`src/mic_pkg.sv`:
```
// Constants, field positions and carrier types of the interrupt controller
`default_nettype none
package mic_pkg;

  // ------------------------------------------------------------------
  // Geometry
  // ------------------------------------------------------------------
  localparam int PC_W        = 13;
  localparam int STACK_DEPTH = 8;
  localparam int SP_W        = 4;
  localparam int NUM_EXT     = 3;
  localparam int NUM_GRP     = 3;
  localparam int NUM_VEC     = 8;
  localparam int VIDX_W      = 3;
  localparam int REG_W       = 8;
  localparam int ADDR_W      = 8;

  // ------------------------------------------------------------------
  // Register byte addresses
  // ------------------------------------------------------------------
  localparam logic [ADDR_W-1:0] ADDR_PRIM0     = 8'h00;
  localparam logic [ADDR_W-1:0] ADDR_PRIM1     = 8'h04;
  localparam logic [ADDR_W-1:0] ADDR_PRIM2     = 8'h08;
  localparam logic [ADDR_W-1:0] ADDR_EXT2_UART = 8'h0c;
  localparam logic [ADDR_W-1:0] ADDR_TGRP0     = 8'h10;
  localparam logic [ADDR_W-1:0] ADDR_TGRP1     = 8'h14;
  localparam logic [ADDR_W-1:0] ADDR_EE_LVD    = 8'h18;
  localparam logic [ADDR_W-1:0] ADDR_EDGE      = 8'h1c;
  localparam logic [ADDR_W-1:0] ADDR_STATUS    = 8'h20;

  // ------------------------------------------------------------------
  // Field positions
  // ------------------------------------------------------------------
  // First primary register
  localparam int P0_GIE   = 0;
  localparam int P0_EXT_E = 1;
  localparam int P0_CMP_E = 2;
  localparam int P0_GRP_E = 3;
  localparam int P0_EXT_F = 4;
  localparam int P0_CMP_F = 5;
  localparam int P0_GRP_F = 6;
  // Second primary register
  localparam int P1_G1_E = 0;
  localparam int P1_G2_E = 1;
  localparam int P1_G1_F = 4;
  localparam int P1_G2_F = 5;
  // Third primary register
  localparam int P2_EXT_E = 1;
  localparam int P2_EXT_F = 5;
  // Two-source registers: flags at 5/4, enables at 1/0
  localparam int PAIR_F_HI = 5;
  localparam int PAIR_F_LO = 4;
  localparam int PAIR_E_HI = 1;
  localparam int PAIR_E_LO = 0;
  // Four-source group registers
  localparam int NIB_F_LSB = 4;
  localparam int NIB_E_LSB = 0;
  localparam int NIB_W     = 4;
  // Edge select and status
  localparam int EDGE_W     = 2;
  localparam int ST_PEND    = 0;
  localparam int ST_FULL    = 1;
  localparam int ST_SP_LSB  = 4;

  localparam logic [REG_W-1:0] REG_RST = 8'h00;

  // ------------------------------------------------------------------
  // Edge select codes
  // ------------------------------------------------------------------
  localparam logic [EDGE_W-1:0] EDGE_OFF  = 2'h0;
  localparam logic [EDGE_W-1:0] EDGE_RISE = 2'h1;
  localparam logic [EDGE_W-1:0] EDGE_FALL = 2'h2;
  localparam logic [EDGE_W-1:0] EDGE_BOTH = 2'h3;

  // ------------------------------------------------------------------
  // Vectors, indexed in acceptance priority (0 highest)
  // ------------------------------------------------------------------
  localparam logic [VIDX_W-1:0] V_EXT0 = 3'h0;
  localparam logic [VIDX_W-1:0] V_CMP  = 3'h1;
  localparam logic [VIDX_W-1:0] V_GRP0 = 3'h2;
  localparam logic [VIDX_W-1:0] V_EXT1 = 3'h3;
  localparam logic [VIDX_W-1:0] V_GRP1 = 3'h4;
  localparam logic [VIDX_W-1:0] V_GRP2 = 3'h5;
  localparam logic [VIDX_W-1:0] V_EXT2 = 3'h6;
  localparam logic [VIDX_W-1:0] V_UART = 3'h7;
  localparam logic [PC_W-1:0]   VEC_BASE  = 13'h0004;
  localparam int                VEC_SHIFT = 2;

  // ------------------------------------------------------------------
  // Carriers
  // ------------------------------------------------------------------
  typedef struct packed {
    logic [NIB_W-1:0] grp0Evt;
    logic [NIB_W-1:0] grp1Evt;
    logic             eepromEvt;
    logic             lowVoltEvt;
    logic             serial1Evt;
    logic             cmpOut;
  } mic_src_t;

  typedef struct packed {
    logic [NUM_EXT-1:0] extIrqPins;
    logic [NUM_EXT-1:0] pinFuncIrq;
    logic [NUM_EXT-1:0] portDirIn;
    logic [NUM_EXT-1:0] pullSel;
  } mic_pin_t;

  typedef struct packed {
    logic            instrBoundary;
    logic [PC_W-1:0] pcNext;
    logic            callPush;
    logic            retPop;
    logic            lowPower;
  } mic_cpu_req_t;

  typedef struct packed {
    logic              pcLoad;
    logic [PC_W-1:0]   pcValue;
    logic              irqTaken;
    logic [VIDX_W-1:0] vecIdx;
    logic              stackFull;
    logic              wakeUp;
  } mic_cpu_rsp_t;

  typedef struct packed {
    logic                                globalIrqEnable;
    logic [NUM_EXT-1:0]                  extPinIrqEns;
    logic [NUM_EXT-1:0]                  extPinReqFlags;
    logic                                comparatorIrqEn;
    logic                                comparatorReqFlag;
    logic                                serial1IrqEn;
    logic                                serial1ReqFlag;
    logic [NUM_GRP-1:0]                  groupIrqEn;
    logic [NUM_GRP-1:0]                  groupReqFlag;
    logic [NIB_W-1:0]                    g0En;
    logic [NIB_W-1:0]                    g0Flag;
    logic [NIB_W-1:0]                    g1En;
    logic [NIB_W-1:0]                    g1Flag;
    logic [1:0]                          g2En;
    logic [1:0]                          g2Flag;
    logic [NUM_EXT*EDGE_W-1:0]           edgeSelectReg;
    logic [NUM_EXT-1:0]                  pinPrev;
    logic                                cmpPrev;
    logic [STACK_DEPTH-1:0][PC_W-1:0]    stack;
    logic [SP_W-1:0]                     sp;
    mic_cpu_rsp_t                        rsp;
    logic [NUM_EXT-1:0]                  pullHigh;
    logic                                ack;
    logic                                slvErr;
    logic [REG_W-1:0]                    rdData;
  } mic_state_t;

endpackage
`default_nettype wire

```
`src/mic_irq_ctrl.sv`:
```
// Interrupt request, enable, vectoring and stack logic with APB registers
//
// Our own choices: the APB slave port and the placing of the registers.
`default_nettype none

// What this block does
// - Ext-pin-2/serial-1 register: flags bits 5,4, enables bits 1,0, rest zero.
// - Group-0 register: four timer flags in bits 7-4, enables 3-0.
// - Group-1 register: four timer flags in bits 7-4, enables 3-0.
// - EEPROM/low-voltage register: flags bits 5,4, enables bits 1,0.
// - Timer, low-voltage, EEPROM flags only cleared by software writes.
// - Flags set on events regardless of enable, except pin flag (needs pin enable) and group flag (needs member enable); vectoring needs the enable.
// - Global enable low blocks all vectoring.
// - Accepting pushes next PC, then loads the vector address.
// - Return pops the stack back into the program counter.
// - Service clears global enable; new requests still latch.
// - No acceptance while stack full; request stays pending.
// - Newly set flag wakes from sleep/idle; already set flag does not.
// - Pin flag set on the selected edge type; field can disable.
// - Pin acts as interrupt only if enabled, muxed to irq, and input.
// - Pin service clears its flag and the global enable.
// - Pull-high selection stays active on interrupt pins.
// - Comparator output change sets flag; service clears it and global enable.
// - Three groups; group flag set by member source, vectors when enabled.
// - Group service clears only group flag and global enable.
// - Edge field: 00 off, 01 rising, 10 falling, 11 both.
// - Global enable is bit 0 of first primary register, reset zero.
module mic_irq_ctrl
  import mic_pkg::*;
(
  input  wire logic                       mclk,
  input  wire logic                       rst_n,
  input  wire logic                       psel,
  input  wire logic                       penable,
  input  wire logic                       pwrite,
  input  wire logic [mic_pkg::ADDR_W-1:0] paddr,
  input  wire logic [31:0]                pwdata,
  output logic      [31:0]                prdata,
  output logic                            pready,
  output logic                            pslverr,
  input  wire mic_pkg::mic_src_t          src,
  input  wire mic_pkg::mic_pin_t          pins,
  input  wire mic_pkg::mic_cpu_req_t      cpuReq,
  output mic_pkg::mic_cpu_rsp_t           cpuRsp,
  output logic [mic_pkg::NUM_EXT-1:0]     pullHighEn
);
  import mic_pkg::*;

  // ------------------------------------------------------------------
  // Pin and comparator edge detection
  // ------------------------------------------------------------------
  mic_state_t st_r;
  mic_state_t st_nxt;
  logic [NUM_EXT-1:0] pinEvt;
  logic               cmpEvt;

  genvar gi;
  generate
    for (gi = 0; gi < NUM_EXT; gi++)
    begin : gPin
      logic [EDGE_W-1:0] sel;
      logic              rise;
      logic              fall;
      logic              active;
      assign sel    = st_r.edgeSelectReg[gi*EDGE_W +: EDGE_W];
      assign rise   = pins.extIrqPins[gi] & ~st_r.pinPrev[gi];
      assign fall   = ~pins.extIrqPins[gi] & st_r.pinPrev[gi];
      assign active = st_r.extPinIrqEns[gi] & pins.pinFuncIrq[gi]
                      & pins.portDirIn[gi];
      assign pinEvt[gi] = active & (((sel == EDGE_RISE) & rise)
                                  | ((sel == EDGE_FALL) & fall)
                                  | ((sel == EDGE_BOTH) & (rise | fall)));
    end
  endgenerate

  assign cmpEvt = src.cmpOut ^ st_r.cmpPrev;

  // ------------------------------------------------------------------
  // Pending requests and priority
  // ------------------------------------------------------------------
  logic [NUM_VEC-1:0] pend;
  logic               anyPend;
  logic               stackFull;
  logic [VIDX_W-1:0]  winIdx;

  always_comb
  begin
    pend          = '0;
    pend[V_EXT0]  = st_r.extPinReqFlags[0] & st_r.extPinIrqEns[0];
    pend[V_CMP]   = st_r.comparatorReqFlag & st_r.comparatorIrqEn;
    pend[V_GRP0]  = st_r.groupReqFlag[0] & st_r.groupIrqEn[0];
    pend[V_EXT1]  = st_r.extPinReqFlags[1] & st_r.extPinIrqEns[1];
    pend[V_GRP1]  = st_r.groupReqFlag[1] & st_r.groupIrqEn[1];
    pend[V_GRP2]  = st_r.groupReqFlag[2] & st_r.groupIrqEn[2];
    pend[V_EXT2]  = st_r.extPinReqFlags[2] & st_r.extPinIrqEns[2];
    pend[V_UART]  = st_r.serial1ReqFlag & st_r.serial1IrqEn;
    winIdx        = '0;
    for (int i = NUM_VEC - 1; i >= 0; i--)
    begin
      if (pend[i])
      begin
        winIdx = VIDX_W'(i);
      end
    end
  end

  assign anyPend   = |pend;
  assign stackFull = (st_r.sp == SP_W'(STACK_DEPTH));

  // ------------------------------------------------------------------
  // Next state
  // ------------------------------------------------------------------
  logic                   wrEn;
  logic                   rdPhase;
  logic                   accept;
  logic [REG_W-1:0]       wd;
  logic [REG_W-1:0]       rd;
  logic                   mapped;
  logic [NUM_GRP-1:0]     grpEvt;
  localparam int FLAG_W = 2 * NIB_W + NUM_EXT + NUM_GRP + 4;
  logic [FLAG_W-1:0]      flagsOld;
  logic [FLAG_W-1:0]      flagsNew;

  assign wd      = pwdata[REG_W-1:0];
  assign wrEn    = psel & penable & st_r.ack & pwrite;
  assign rdPhase = psel & penable & ~st_r.ack;
  assign accept  = cpuReq.instrBoundary & ~cpuReq.callPush & ~cpuReq.retPop
                   & st_r.globalIrqEnable & anyPend & ~stackFull;

  always_comb
  begin
    st_nxt              = st_r;
    st_nxt.rsp.pcLoad   = 1'b0;
    st_nxt.rsp.irqTaken = 1'b0;
    st_nxt.rsp.wakeUp   = 1'b0;
    st_nxt.pinPrev      = pins.extIrqPins;
    st_nxt.cmpPrev      = src.cmpOut;
    st_nxt.pullHigh     = pins.pullSel;
    mapped              = 1'b1;
    rd                  = REG_RST;

    // Register read mux
    case (paddr)
      ADDR_PRIM0:
      begin
        rd[P0_GIE]   = st_r.globalIrqEnable;
        rd[P0_EXT_E] = st_r.extPinIrqEns[0];
        rd[P0_CMP_E] = st_r.comparatorIrqEn;
        rd[P0_GRP_E] = st_r.groupIrqEn[0];
        rd[P0_EXT_F] = st_r.extPinReqFlags[0];
        rd[P0_CMP_F] = st_r.comparatorReqFlag;
        rd[P0_GRP_F] = st_r.groupReqFlag[0];
      end
      ADDR_PRIM1:
      begin
        rd[P1_G1_E] = st_r.groupIrqEn[1];
        rd[P1_G2_E] = st_r.groupIrqEn[2];
        rd[P1_G1_F] = st_r.groupReqFlag[1];
        rd[P1_G2_F] = st_r.groupReqFlag[2];
      end
      ADDR_PRIM2:
      begin
        rd[P2_EXT_E] = st_r.extPinIrqEns[1];
        rd[P2_EXT_F] = st_r.extPinReqFlags[1];
      end
      ADDR_EXT2_UART:
      begin
        rd[PAIR_F_HI] = st_r.extPinReqFlags[2];
        rd[PAIR_F_LO] = st_r.serial1ReqFlag;
        rd[PAIR_E_HI] = st_r.extPinIrqEns[2];
        rd[PAIR_E_LO] = st_r.serial1IrqEn;
      end
      ADDR_TGRP0:
      begin
        rd[NIB_F_LSB +: NIB_W] = st_r.g0Flag;
        rd[NIB_E_LSB +: NIB_W] = st_r.g0En;
      end
      ADDR_TGRP1:
      begin
        rd[NIB_F_LSB +: NIB_W] = st_r.g1Flag;
        rd[NIB_E_LSB +: NIB_W] = st_r.g1En;
      end
      ADDR_EE_LVD:
      begin
        rd[PAIR_F_LO +: 2] = st_r.g2Flag;
        rd[PAIR_E_LO +: 2] = st_r.g2En;
      end
      ADDR_EDGE:
      begin
        rd[NUM_EXT*EDGE_W-1:0] = st_r.edgeSelectReg;
      end
      ADDR_STATUS:
      begin
        rd[ST_PEND]             = anyPend;
        rd[ST_FULL]             = stackFull;
        rd[ST_SP_LSB +: SP_W]   = st_r.sp;
      end
      default:
      begin
        mapped = 1'b0;
      end
    endcase

    // APB answer: one wait state, data registered
    st_nxt.ack = rdPhase;
    if (rdPhase)
    begin
      st_nxt.rdData = pwrite ? REG_RST : rd;
      st_nxt.slvErr = ~mapped;
    end

    // Software writes
    if (wrEn)
    begin
      case (paddr)
        ADDR_PRIM0:
        begin
          st_nxt.globalIrqEnable   = wd[P0_GIE];
          st_nxt.extPinIrqEns[0]   = wd[P0_EXT_E];
          st_nxt.comparatorIrqEn   = wd[P0_CMP_E];
          st_nxt.groupIrqEn[0]     = wd[P0_GRP_E];
          st_nxt.extPinReqFlags[0] = wd[P0_EXT_F];
          st_nxt.comparatorReqFlag = wd[P0_CMP_F];
          st_nxt.groupReqFlag[0]   = wd[P0_GRP_F];
        end
        ADDR_PRIM1:
        begin
          st_nxt.groupIrqEn[1]   = wd[P1_G1_E];
          st_nxt.groupIrqEn[2]   = wd[P1_G2_E];
          st_nxt.groupReqFlag[1] = wd[P1_G1_F];
          st_nxt.groupReqFlag[2] = wd[P1_G2_F];
        end
        ADDR_PRIM2:
        begin
          st_nxt.extPinIrqEns[1]   = wd[P2_EXT_E];
          st_nxt.extPinReqFlags[1] = wd[P2_EXT_F];
        end
        ADDR_EXT2_UART:
        begin
          st_nxt.extPinReqFlags[2] = wd[PAIR_F_HI];
          st_nxt.serial1ReqFlag    = wd[PAIR_F_LO];
          st_nxt.extPinIrqEns[2]   = wd[PAIR_E_HI];
          st_nxt.serial1IrqEn      = wd[PAIR_E_LO];
        end
        ADDR_TGRP0:
        begin
          st_nxt.g0Flag = wd[NIB_F_LSB +: NIB_W];
          st_nxt.g0En   = wd[NIB_E_LSB +: NIB_W];
        end
        ADDR_TGRP1:
        begin
          st_nxt.g1Flag = wd[NIB_F_LSB +: NIB_W];
          st_nxt.g1En   = wd[NIB_E_LSB +: NIB_W];
        end
        ADDR_EE_LVD:
        begin
          st_nxt.g2Flag = wd[PAIR_F_LO +: 2];
          st_nxt.g2En   = wd[PAIR_E_LO +: 2];
        end
        ADDR_EDGE:
        begin
          st_nxt.edgeSelectReg = wd[NUM_EXT*EDGE_W-1:0];
        end
        default:
        begin
        end
      endcase
    end

    // Stack: return and subroutine call from the core, else interrupt acceptance
    if (cpuReq.retPop && st_r.sp != '0)
    begin
      st_nxt.sp          = st_r.sp - SP_W'(1);
      st_nxt.rsp.pcLoad  = 1'b1;
      st_nxt.rsp.pcValue = st_r.stack[st_r.sp - SP_W'(1)];
    end
    else if (cpuReq.callPush && !stackFull)
    begin
      st_nxt.stack[st_r.sp[SP_W-2:0]] = cpuReq.pcNext;
      st_nxt.sp                       = st_r.sp + SP_W'(1);
    end
    else if (accept)
    begin
      st_nxt.stack[st_r.sp[SP_W-2:0]] = cpuReq.pcNext;
      st_nxt.sp                       = st_r.sp + SP_W'(1);
      st_nxt.rsp.pcLoad               = 1'b1;
      st_nxt.rsp.pcValue              = VEC_BASE + (PC_W'(winIdx) << VEC_SHIFT);
      st_nxt.rsp.irqTaken             = 1'b1;
      st_nxt.rsp.vecIdx               = winIdx;
      st_nxt.globalIrqEnable          = 1'b0;
      case (winIdx)
        V_EXT0:
        begin
          st_nxt.extPinReqFlags[0] = 1'b0;
        end
        V_EXT1:
        begin
          st_nxt.extPinReqFlags[1] = 1'b0;
        end
        V_EXT2:
        begin
          st_nxt.extPinReqFlags[2] = 1'b0;
        end
        V_CMP:
        begin
          st_nxt.comparatorReqFlag = 1'b0;
        end
        V_GRP0:
        begin
          st_nxt.groupReqFlag[0] = 1'b0;
        end
        V_GRP1:
        begin
          st_nxt.groupReqFlag[1] = 1'b0;
        end
        V_GRP2:
        begin
          st_nxt.groupReqFlag[2] = 1'b0;
        end
        default:
        begin
          st_nxt.serial1ReqFlag = 1'b0;
        end
      endcase
    end

    // Hardware events: set wins over any clear
    grpEvt[0] = |(src.grp0Evt & st_nxt.g0En);
    grpEvt[1] = |(src.grp1Evt & st_nxt.g1En);
    grpEvt[2] = |({src.eepromEvt, src.lowVoltEvt} & st_nxt.g2En);
    st_nxt.extPinReqFlags    = st_nxt.extPinReqFlags | pinEvt;
    st_nxt.comparatorReqFlag = st_nxt.comparatorReqFlag | cmpEvt;
    st_nxt.serial1ReqFlag    = st_nxt.serial1ReqFlag | src.serial1Evt;
    st_nxt.g0Flag            = st_nxt.g0Flag | src.grp0Evt;
    st_nxt.g1Flag            = st_nxt.g1Flag | src.grp1Evt;
    st_nxt.g2Flag            = st_nxt.g2Flag | {src.eepromEvt, src.lowVoltEvt};
    st_nxt.groupReqFlag      = st_nxt.groupReqFlag | grpEvt;

    // Wake on a flag that rises now, not on one already set
    flagsOld = {st_r.extPinReqFlags, st_r.comparatorReqFlag, st_r.serial1ReqFlag,
                st_r.groupReqFlag, st_r.g0Flag, st_r.g1Flag, st_r.g2Flag};
    flagsNew = {st_nxt.extPinReqFlags, st_nxt.comparatorReqFlag, st_nxt.serial1ReqFlag,
                st_nxt.groupReqFlag, st_nxt.g0Flag, st_nxt.g1Flag, st_nxt.g2Flag};
    st_nxt.rsp.wakeUp    = cpuReq.lowPower & |(flagsNew & ~flagsOld);
    st_nxt.rsp.stackFull = (st_nxt.sp == SP_W'(STACK_DEPTH));
  end

  // ------------------------------------------------------------------
  // State register
  // ------------------------------------------------------------------
  always_ff @(posedge mclk or negedge rst_n)
  begin
    if (!rst_n)
    begin
      st_r <= '0;
    end
    else
    begin
      st_r <= st_nxt;
    end
  end

  // ------------------------------------------------------------------
  // Outputs
  // ------------------------------------------------------------------
  assign prdata     = {{(32-REG_W){1'b0}}, st_r.rdData};
  assign pready     = st_r.ack;
  assign pslverr    = st_r.ack & st_r.slvErr;
  assign cpuRsp     = st_r.rsp;
  assign pullHighEn = st_r.pullHigh;

endmodule
`default_nettype wire

```
`config.mk`:
```
export PLATFORM = sky130hd
export DESIGN_NAME = mic_irq_ctrl
export DESIGN_NICKNAME = d
export VERILOG_FILES = /design/src/mic_pkg.sv /design/src/mic_irq_ctrl.sv
export SDC_FILE = /design/constraint.sdc
export NUM_CORES = 1
export LEC_CHECK = 0
export ABC_CLOCK_PERIOD_IN_PS = 3700
export BUFFER_PORTS_ARGS = -buffer_cell sky130_fd_sc_hd__buf_2
export CORE_MARGIN = 2
export CORE_UTILIZATION = 55
export DETAILED_ROUTE_END_ITERATION = 6
export GPL_ROUTABILITY_DRIVEN = 0
export PLACE_DENSITY = 0.81
export SYNTH_ARGS = -nofsm -noshare
export SYNTH_HDL_FRONTEND = slang
export SYNTH_SLANG_ARGS = --single-unit
```
`constraint.sdc`:
```
create_clock -name mclk -period 3.7 [get_ports mclk]
set_clock_uncertainty 0.05 [all_clocks]
set_input_delay 0.555 -clock mclk [delete_from_list [all_inputs] [get_ports mclk]]
set_output_delay 0.555 -clock mclk [all_outputs]
set_load 0.005 [all_outputs]
```
; Word level (Yosys, flattened, before mapping)
; Index checks and enable logic that the tools add are counted.
[totals]
input_bits = 86
output_inout_bits = 57
wordCells = 241
regBits = 188
[op_classes]
n_reduce_logical = 24
bitwise = 78
order_cmp = 3
addsub = 3
n_eq_ne = 26
n_mux = 67
[op_table]
columns = op, n
row1 = $mux 126, 1
row2 = $mux 108, 1
row3 = $bwmux 104, 1
row4 = $mux 3, 15
row5 = $and 1x1->1, 43
row6 = $mux 43, 1
row7 = $bmux 13 s3, 1
row8 = $demux 13 s3, 1
row9 = $mux 18, 2
row10 = $eq 8x5->1 const B, 4
row11 = $mux 1, 26
row12 = $mux 13, 2
row13 = $mux 8, 3
row14 = $and 18x18->18, 1
row15 = $not 18->18, 1
row16 = $pmux 1 s9, 2
row17 = $reduce_or 18->1, 1
row18 = $eq 8x4->1 const B, 2
row19 = $pmux 1 s8, 2
row20 = $reduce_and 2->1, 7
row21 = $not 1->1, 13
row22 = $eq 2x2->1 const B, 6
row23 = $or 1x1->1, 11
row24 = $eq 3x3->1 const B, 3
row25 = 37 further kinds, 51

; Depth between registers and ports, before layout
[depth]
depth_word = 19
depth_mapped = 12
depth_no_buf = 10

; Worst setup path before layout
; OpenSTA, ideal clock, no wires.
[synth_path]
path_kind = input -> register
startpoint = in paddr[2] in the netlist's numbering
endpoint = reg st_r, in the netlist cpuRsp[0]
setup_ns = 0.146
required_ns = 3.504
t_arrival_ns = 2.612
setup_slack_ns = 0.892
path_stages = 9
cell_sequence = buf_6 or4_1 buf_2 nor3_4 buf_6 mux2_1 and2_1 o41ai_1 a41oi_2
[synth_rtl]
columns = item, line_no
row1 = start: declaration, mic_irq_ctrl.sv:36  ; input wire logic [mic_pkg::ADDR_W-1:0] paddr,
row2 = end signal: assignment, mic_irq_ctrl.sv:359  ; st_r <= st_nxt;
row3 = end: declaration, mic_irq_ctrl.sv:52  ; mic_state_t st_r;

; Final worst setup path
[layout_path]
startpoint = reg st_r[34] in the netlist's numbering
endpoint = reg st_r[116] in the netlist's numbering
[layout_via]
elab_chain_cells = 7
elab_cells_between_ends = 18
[layout_lines]
columns = item, line_no
row1 = $lt 3x4->1 (not written as such) or $ge 3x1->1 (tied branches), "mic_irq_ctrl.sv:279, mic_irq_ctrl.sv:284"
row2 = $logic_and 1x1->1 (not written as such), "mic_irq_ctrl.sv:279, mic_irq_ctrl.sv:284"
row3 = $mux 13 (not written as such), "mic_irq_ctrl.sv:279, mic_irq_ctrl.sv:284"
row4 = $demux 13 s3, "mic_irq_ctrl.sv:279, mic_irq_ctrl.sv:284"
row5 = $bwmux 104, "mic_irq_ctrl.sv:279, mic_irq_ctrl.sv:284"
row6 = $mux 126, mic_irq_ctrl.sv:282  ; else if (accept)
row7 = $mux 108, mic_irq_ctrl.sv:277  ; else if (cpuReq.callPush && !stackFull)
; Parallel ways exist; a longest one is shown, timed or not. The select of a mux whose other input is x is not followed.
; A chain may end at the register's enable or synchronous reset.

==> impl_metrics.py <==
metrics = {
    "pwr": {
        "p_clk_share_pct": 25.5,
        "p_sw_uw": 2230,
        "combinationalPowerShare_pct": 31.9,
        "sw_frac_of_total_pct": 30.6,
        "power.density_mw_per_mm2": 673,
        "ir_worst_vdd_v": 0.000469,
        "p_leak_uw": 0.00491,
        "internal_power_uw": 5050,
        "power.sequential.fraction_pct": 42.5,
    },
    "hold_path": {
        "holdCritPathClass": "in2async",
    },
    "worst_setup_path": {
        "start_kind": "register",
        "cp-startpoint": "st_r[34]",
        "crit_path_end_kind": "register",
        "timing.rr.start": "st_r[34]",
        "critPathRequiredTime_ns": 3.97,
        "cp_max_fo": 9,
        "path_class": "reg2reg",
        "worstPathArrival_ns": 3.42,
    },
    "timing": {
        "maxSlewViolCount": 0,
        "max_slew.worst_pin.slew_ns": 0.851,
        "period_minus_slack_ns": 3.15,
        "fmax_mhz": 318,
        "setup_violations": 0,
        "rsz0062_at_grt": "no",
        "finalCritPeriodShare_pct": 85.1,
        "fin_tns_setup_ns": 0,
        "hold_viol_final": 0,
        "slew_headroom_pct": 42.4,
    },
    "synth": {
        "synth_cells": 790,
        "yosys-top-cells-count": "dfrtp_1, mux2_2, nand2_1",
        "synth-edff-count": 0,
        "synth_top_area_share_pct": 48.1,
        "synth.area.top_cells": "dfrtp_1, mux2_2, mux4_2",
        "ys_types": 82,
        "synth-seq-cells": 188,
        "synth_top_flop_cell": "dfrtp_1",
        "yosysWarnings": 0,
        "synth.avg_cell_area_sq_um": 12.4,
        "yosysMostFrequentCell": "dfrtp_1",
        "synth_top_area_cell": "dfrtp_1",
        "synthesis.area_sq_mm": 0.00978,
        "ys_seq_area_share_pct": 48.1,
        "synthArstFlopShare_pct": 100,
    },
    "floorplanning": {
        "pin_count": 143,
        "rows": 48,
        "initial_core_util_pct": 56.4,
        "core-area_sq_mm": 0.0174,
        "die_w_um": 137,
        "chipHeight_um": 137,
        "die_area_sq_mm": 0.0189,
    },
    "clock_tree": {
        "clk-insertion-delay-late_ns": 0.43,
        "root_buffer": "clkbuf_16",
        "ctsHoldBuffers": 0,
        "htreeDepth": 4,
        "cts_resized": 0,
        "cts_buffer_depth": 2,
        "cts.clk_slew.worst_paths_ns": 0.07,
        "clock_sinks": 188,
        "numCtsBuffers": 17,
        "postCtsSetupBuffers": 0,
        "cts_tree": "done",
    },
    "global_routing": {
        "grt_pass1_vias": 6898,
        "track_usage_pct": 25.7,
        "grt_pass1_wl_um": 36500,
        "antenna_found_initial": 2,
        "grt_max_degree": 88,
        "grt-ovfl-total": 0,
    },
    "detailed_routing": {
        "vias_per_cell": 6.19,
        "drt_iter0_markers": 528,
        "ant_nets": 0,
        "firstDrtPassIters": 6,
        "wl_per_cell_um": 20.9,
        "vias": 6807,
        "drc": 0,
        "drt-total-wl_um": 23000,
    },
    "run_status": {
        "status": "completed",
    },
    "finish": {
        "diodes": 0,
        "post_route_cells_drive_above_1_share_pct": 37.8,
        "fin_nets": 962,
        "layoutNonFillerInstCount": 1100,
        "fill_cells": 1357,
        "synthToLayoutAreaGrowth_pct": 10.6,
    },
    "place": {
        "dp_hpwl_um": 16300,
        "dp_cells": 1069,
        "io_buffers": 94,
    },
    "job": {
        "cap_viol_max_count": 0,
    },
}
==> metal layers <==
layer	routed length (um)	global-route usage [%]
met4	855	12.5
met5	21	0
met3	1580	5.63
met1	9150	32.2
met2	11400	42.5
==> flip-flops by register name (all words and copies together), names as in the netlist <==
name        flops
gPin.sel        6
flagsOld       18
prdata          8
st_r          132
pready          1
pullHighEn      3
cpuRsp         20
==> cell families (layout without fill, tap and decap cells) <==
group | Yosys count | count (layout) | synth area share [%]
AO/OA/AOI/OAI | 125 | 125 | 10.2
XOR/XNOR | 3 | 3 | 0.269
adder cells (fa/ha/maj) | 13 | 13 | 1.66
buffers and inverters | 116 | 178 | 7.11
flip-flops | 188 | 188 | 48.1
multiplexers | 165 | 165 | 22.0
other | 1 | 24 | 0.0383
AND/OR/NAND/NOR | 179 | 179 | 10.7
==> critical path, cell delays in order, from the launching register on <==
cell and delay, ns:
dfrtp_1 0.59, inv_1 0.16, ha_1 0.26, nand3b_1 0.21, nand2_1 0.14, o21ai_1 0.29
nand3_1 0.24, nor2_1 0.48, buf_4 0.27, mux2_2 0.35
==> layout by cell type, fill, tap and decap left out, types with 5 or more instances in the layout <==
master | Yosys | layout
buf_2 | 16 | 93
clkbuf_16 | 0 | 17
nor3_2 | 5 | 5
nor2_1 | 27 | 27
a21oi_1 | 7 | 7
a211o_1 | 9 | 9
nor2b_1 | 8 | 8
nand2_1 | 62 | 62
ha_1 | 13 | 13
inv_1 | 28 | 28
a31oi_1 | 8 | 8
mux2_2 | 129 | 129
a22oi_1 | 20 | 20
nand3_1 | 9 | 9
nand2b_1 | 12 | 12
a222oi_1 | 8 | 8
buf_4 | 56 | 25
o2111ai_1 | 6 | 6
conb_1 | 1 | 24
a22o_1 | 12 | 12
mux2i_1 | 7 | 7
o21ai_0 | 11 | 11
dfrtp_1 | 188 | 187
mux4_2 | 26 | 26
nand3b_1 | 6 | 6
o211ai_1 | 6 | 6
==> per-stage QoR <==
step                      area (sq um)  total power (uW)  hold WS, ns  utilization (%)  worst slack, ns
final                            10800              7280       0.0915             62.3            0.553
after global routing             10800              7660        0.154             62.3            0.407
after global placement           10200              5330        0.405             58.9            0.577
after detailed placement         10200              5450        0.408             58.9            0.573
after CTS                        10800              7330        0.129             62.3            0.605
after floorplan                   9870              4850        0.209                -            0.892
==> power groups by stage <==
stage	clock network, uW	logic, uW	registers [uW]
after floorplan	0	1890	2960
after global placement	0	2250	3070
after detailed placement	0	2330	3120
after CTS	1890	2350	3090
after global routing	1980	2510	3170
final	1860	2320	3100
==> cell type report <==
type	count	area, sq um	share of cell area [%]
flip-flops and latches	188	4710	43.5
multi-input cells	509	4470	41.3
repair buffers	119	667	6.16
clock buffers	19	443	4.09
well taps	225	282	2.60
clock inverters	12	150	1.39
inverters	28	105	0.971
==> path summary, 6_finish.rpt <==
path                       slack [ns]             end  cells past startpoint
max                              0.55       st_r[116]                      9
min                              0.09  gPin[1].sel[0]                      1
max reg2reg                      0.55       st_r[116]                      9
min reg2reg                      0.42      cpuRsp[14]                      2
max in group asynchronous        2.50        st_r[41]                      2
min in group mclk                0.18   pullHighEn[1]                      1
No activity file was read; power rests on OpenSTA's default activity.
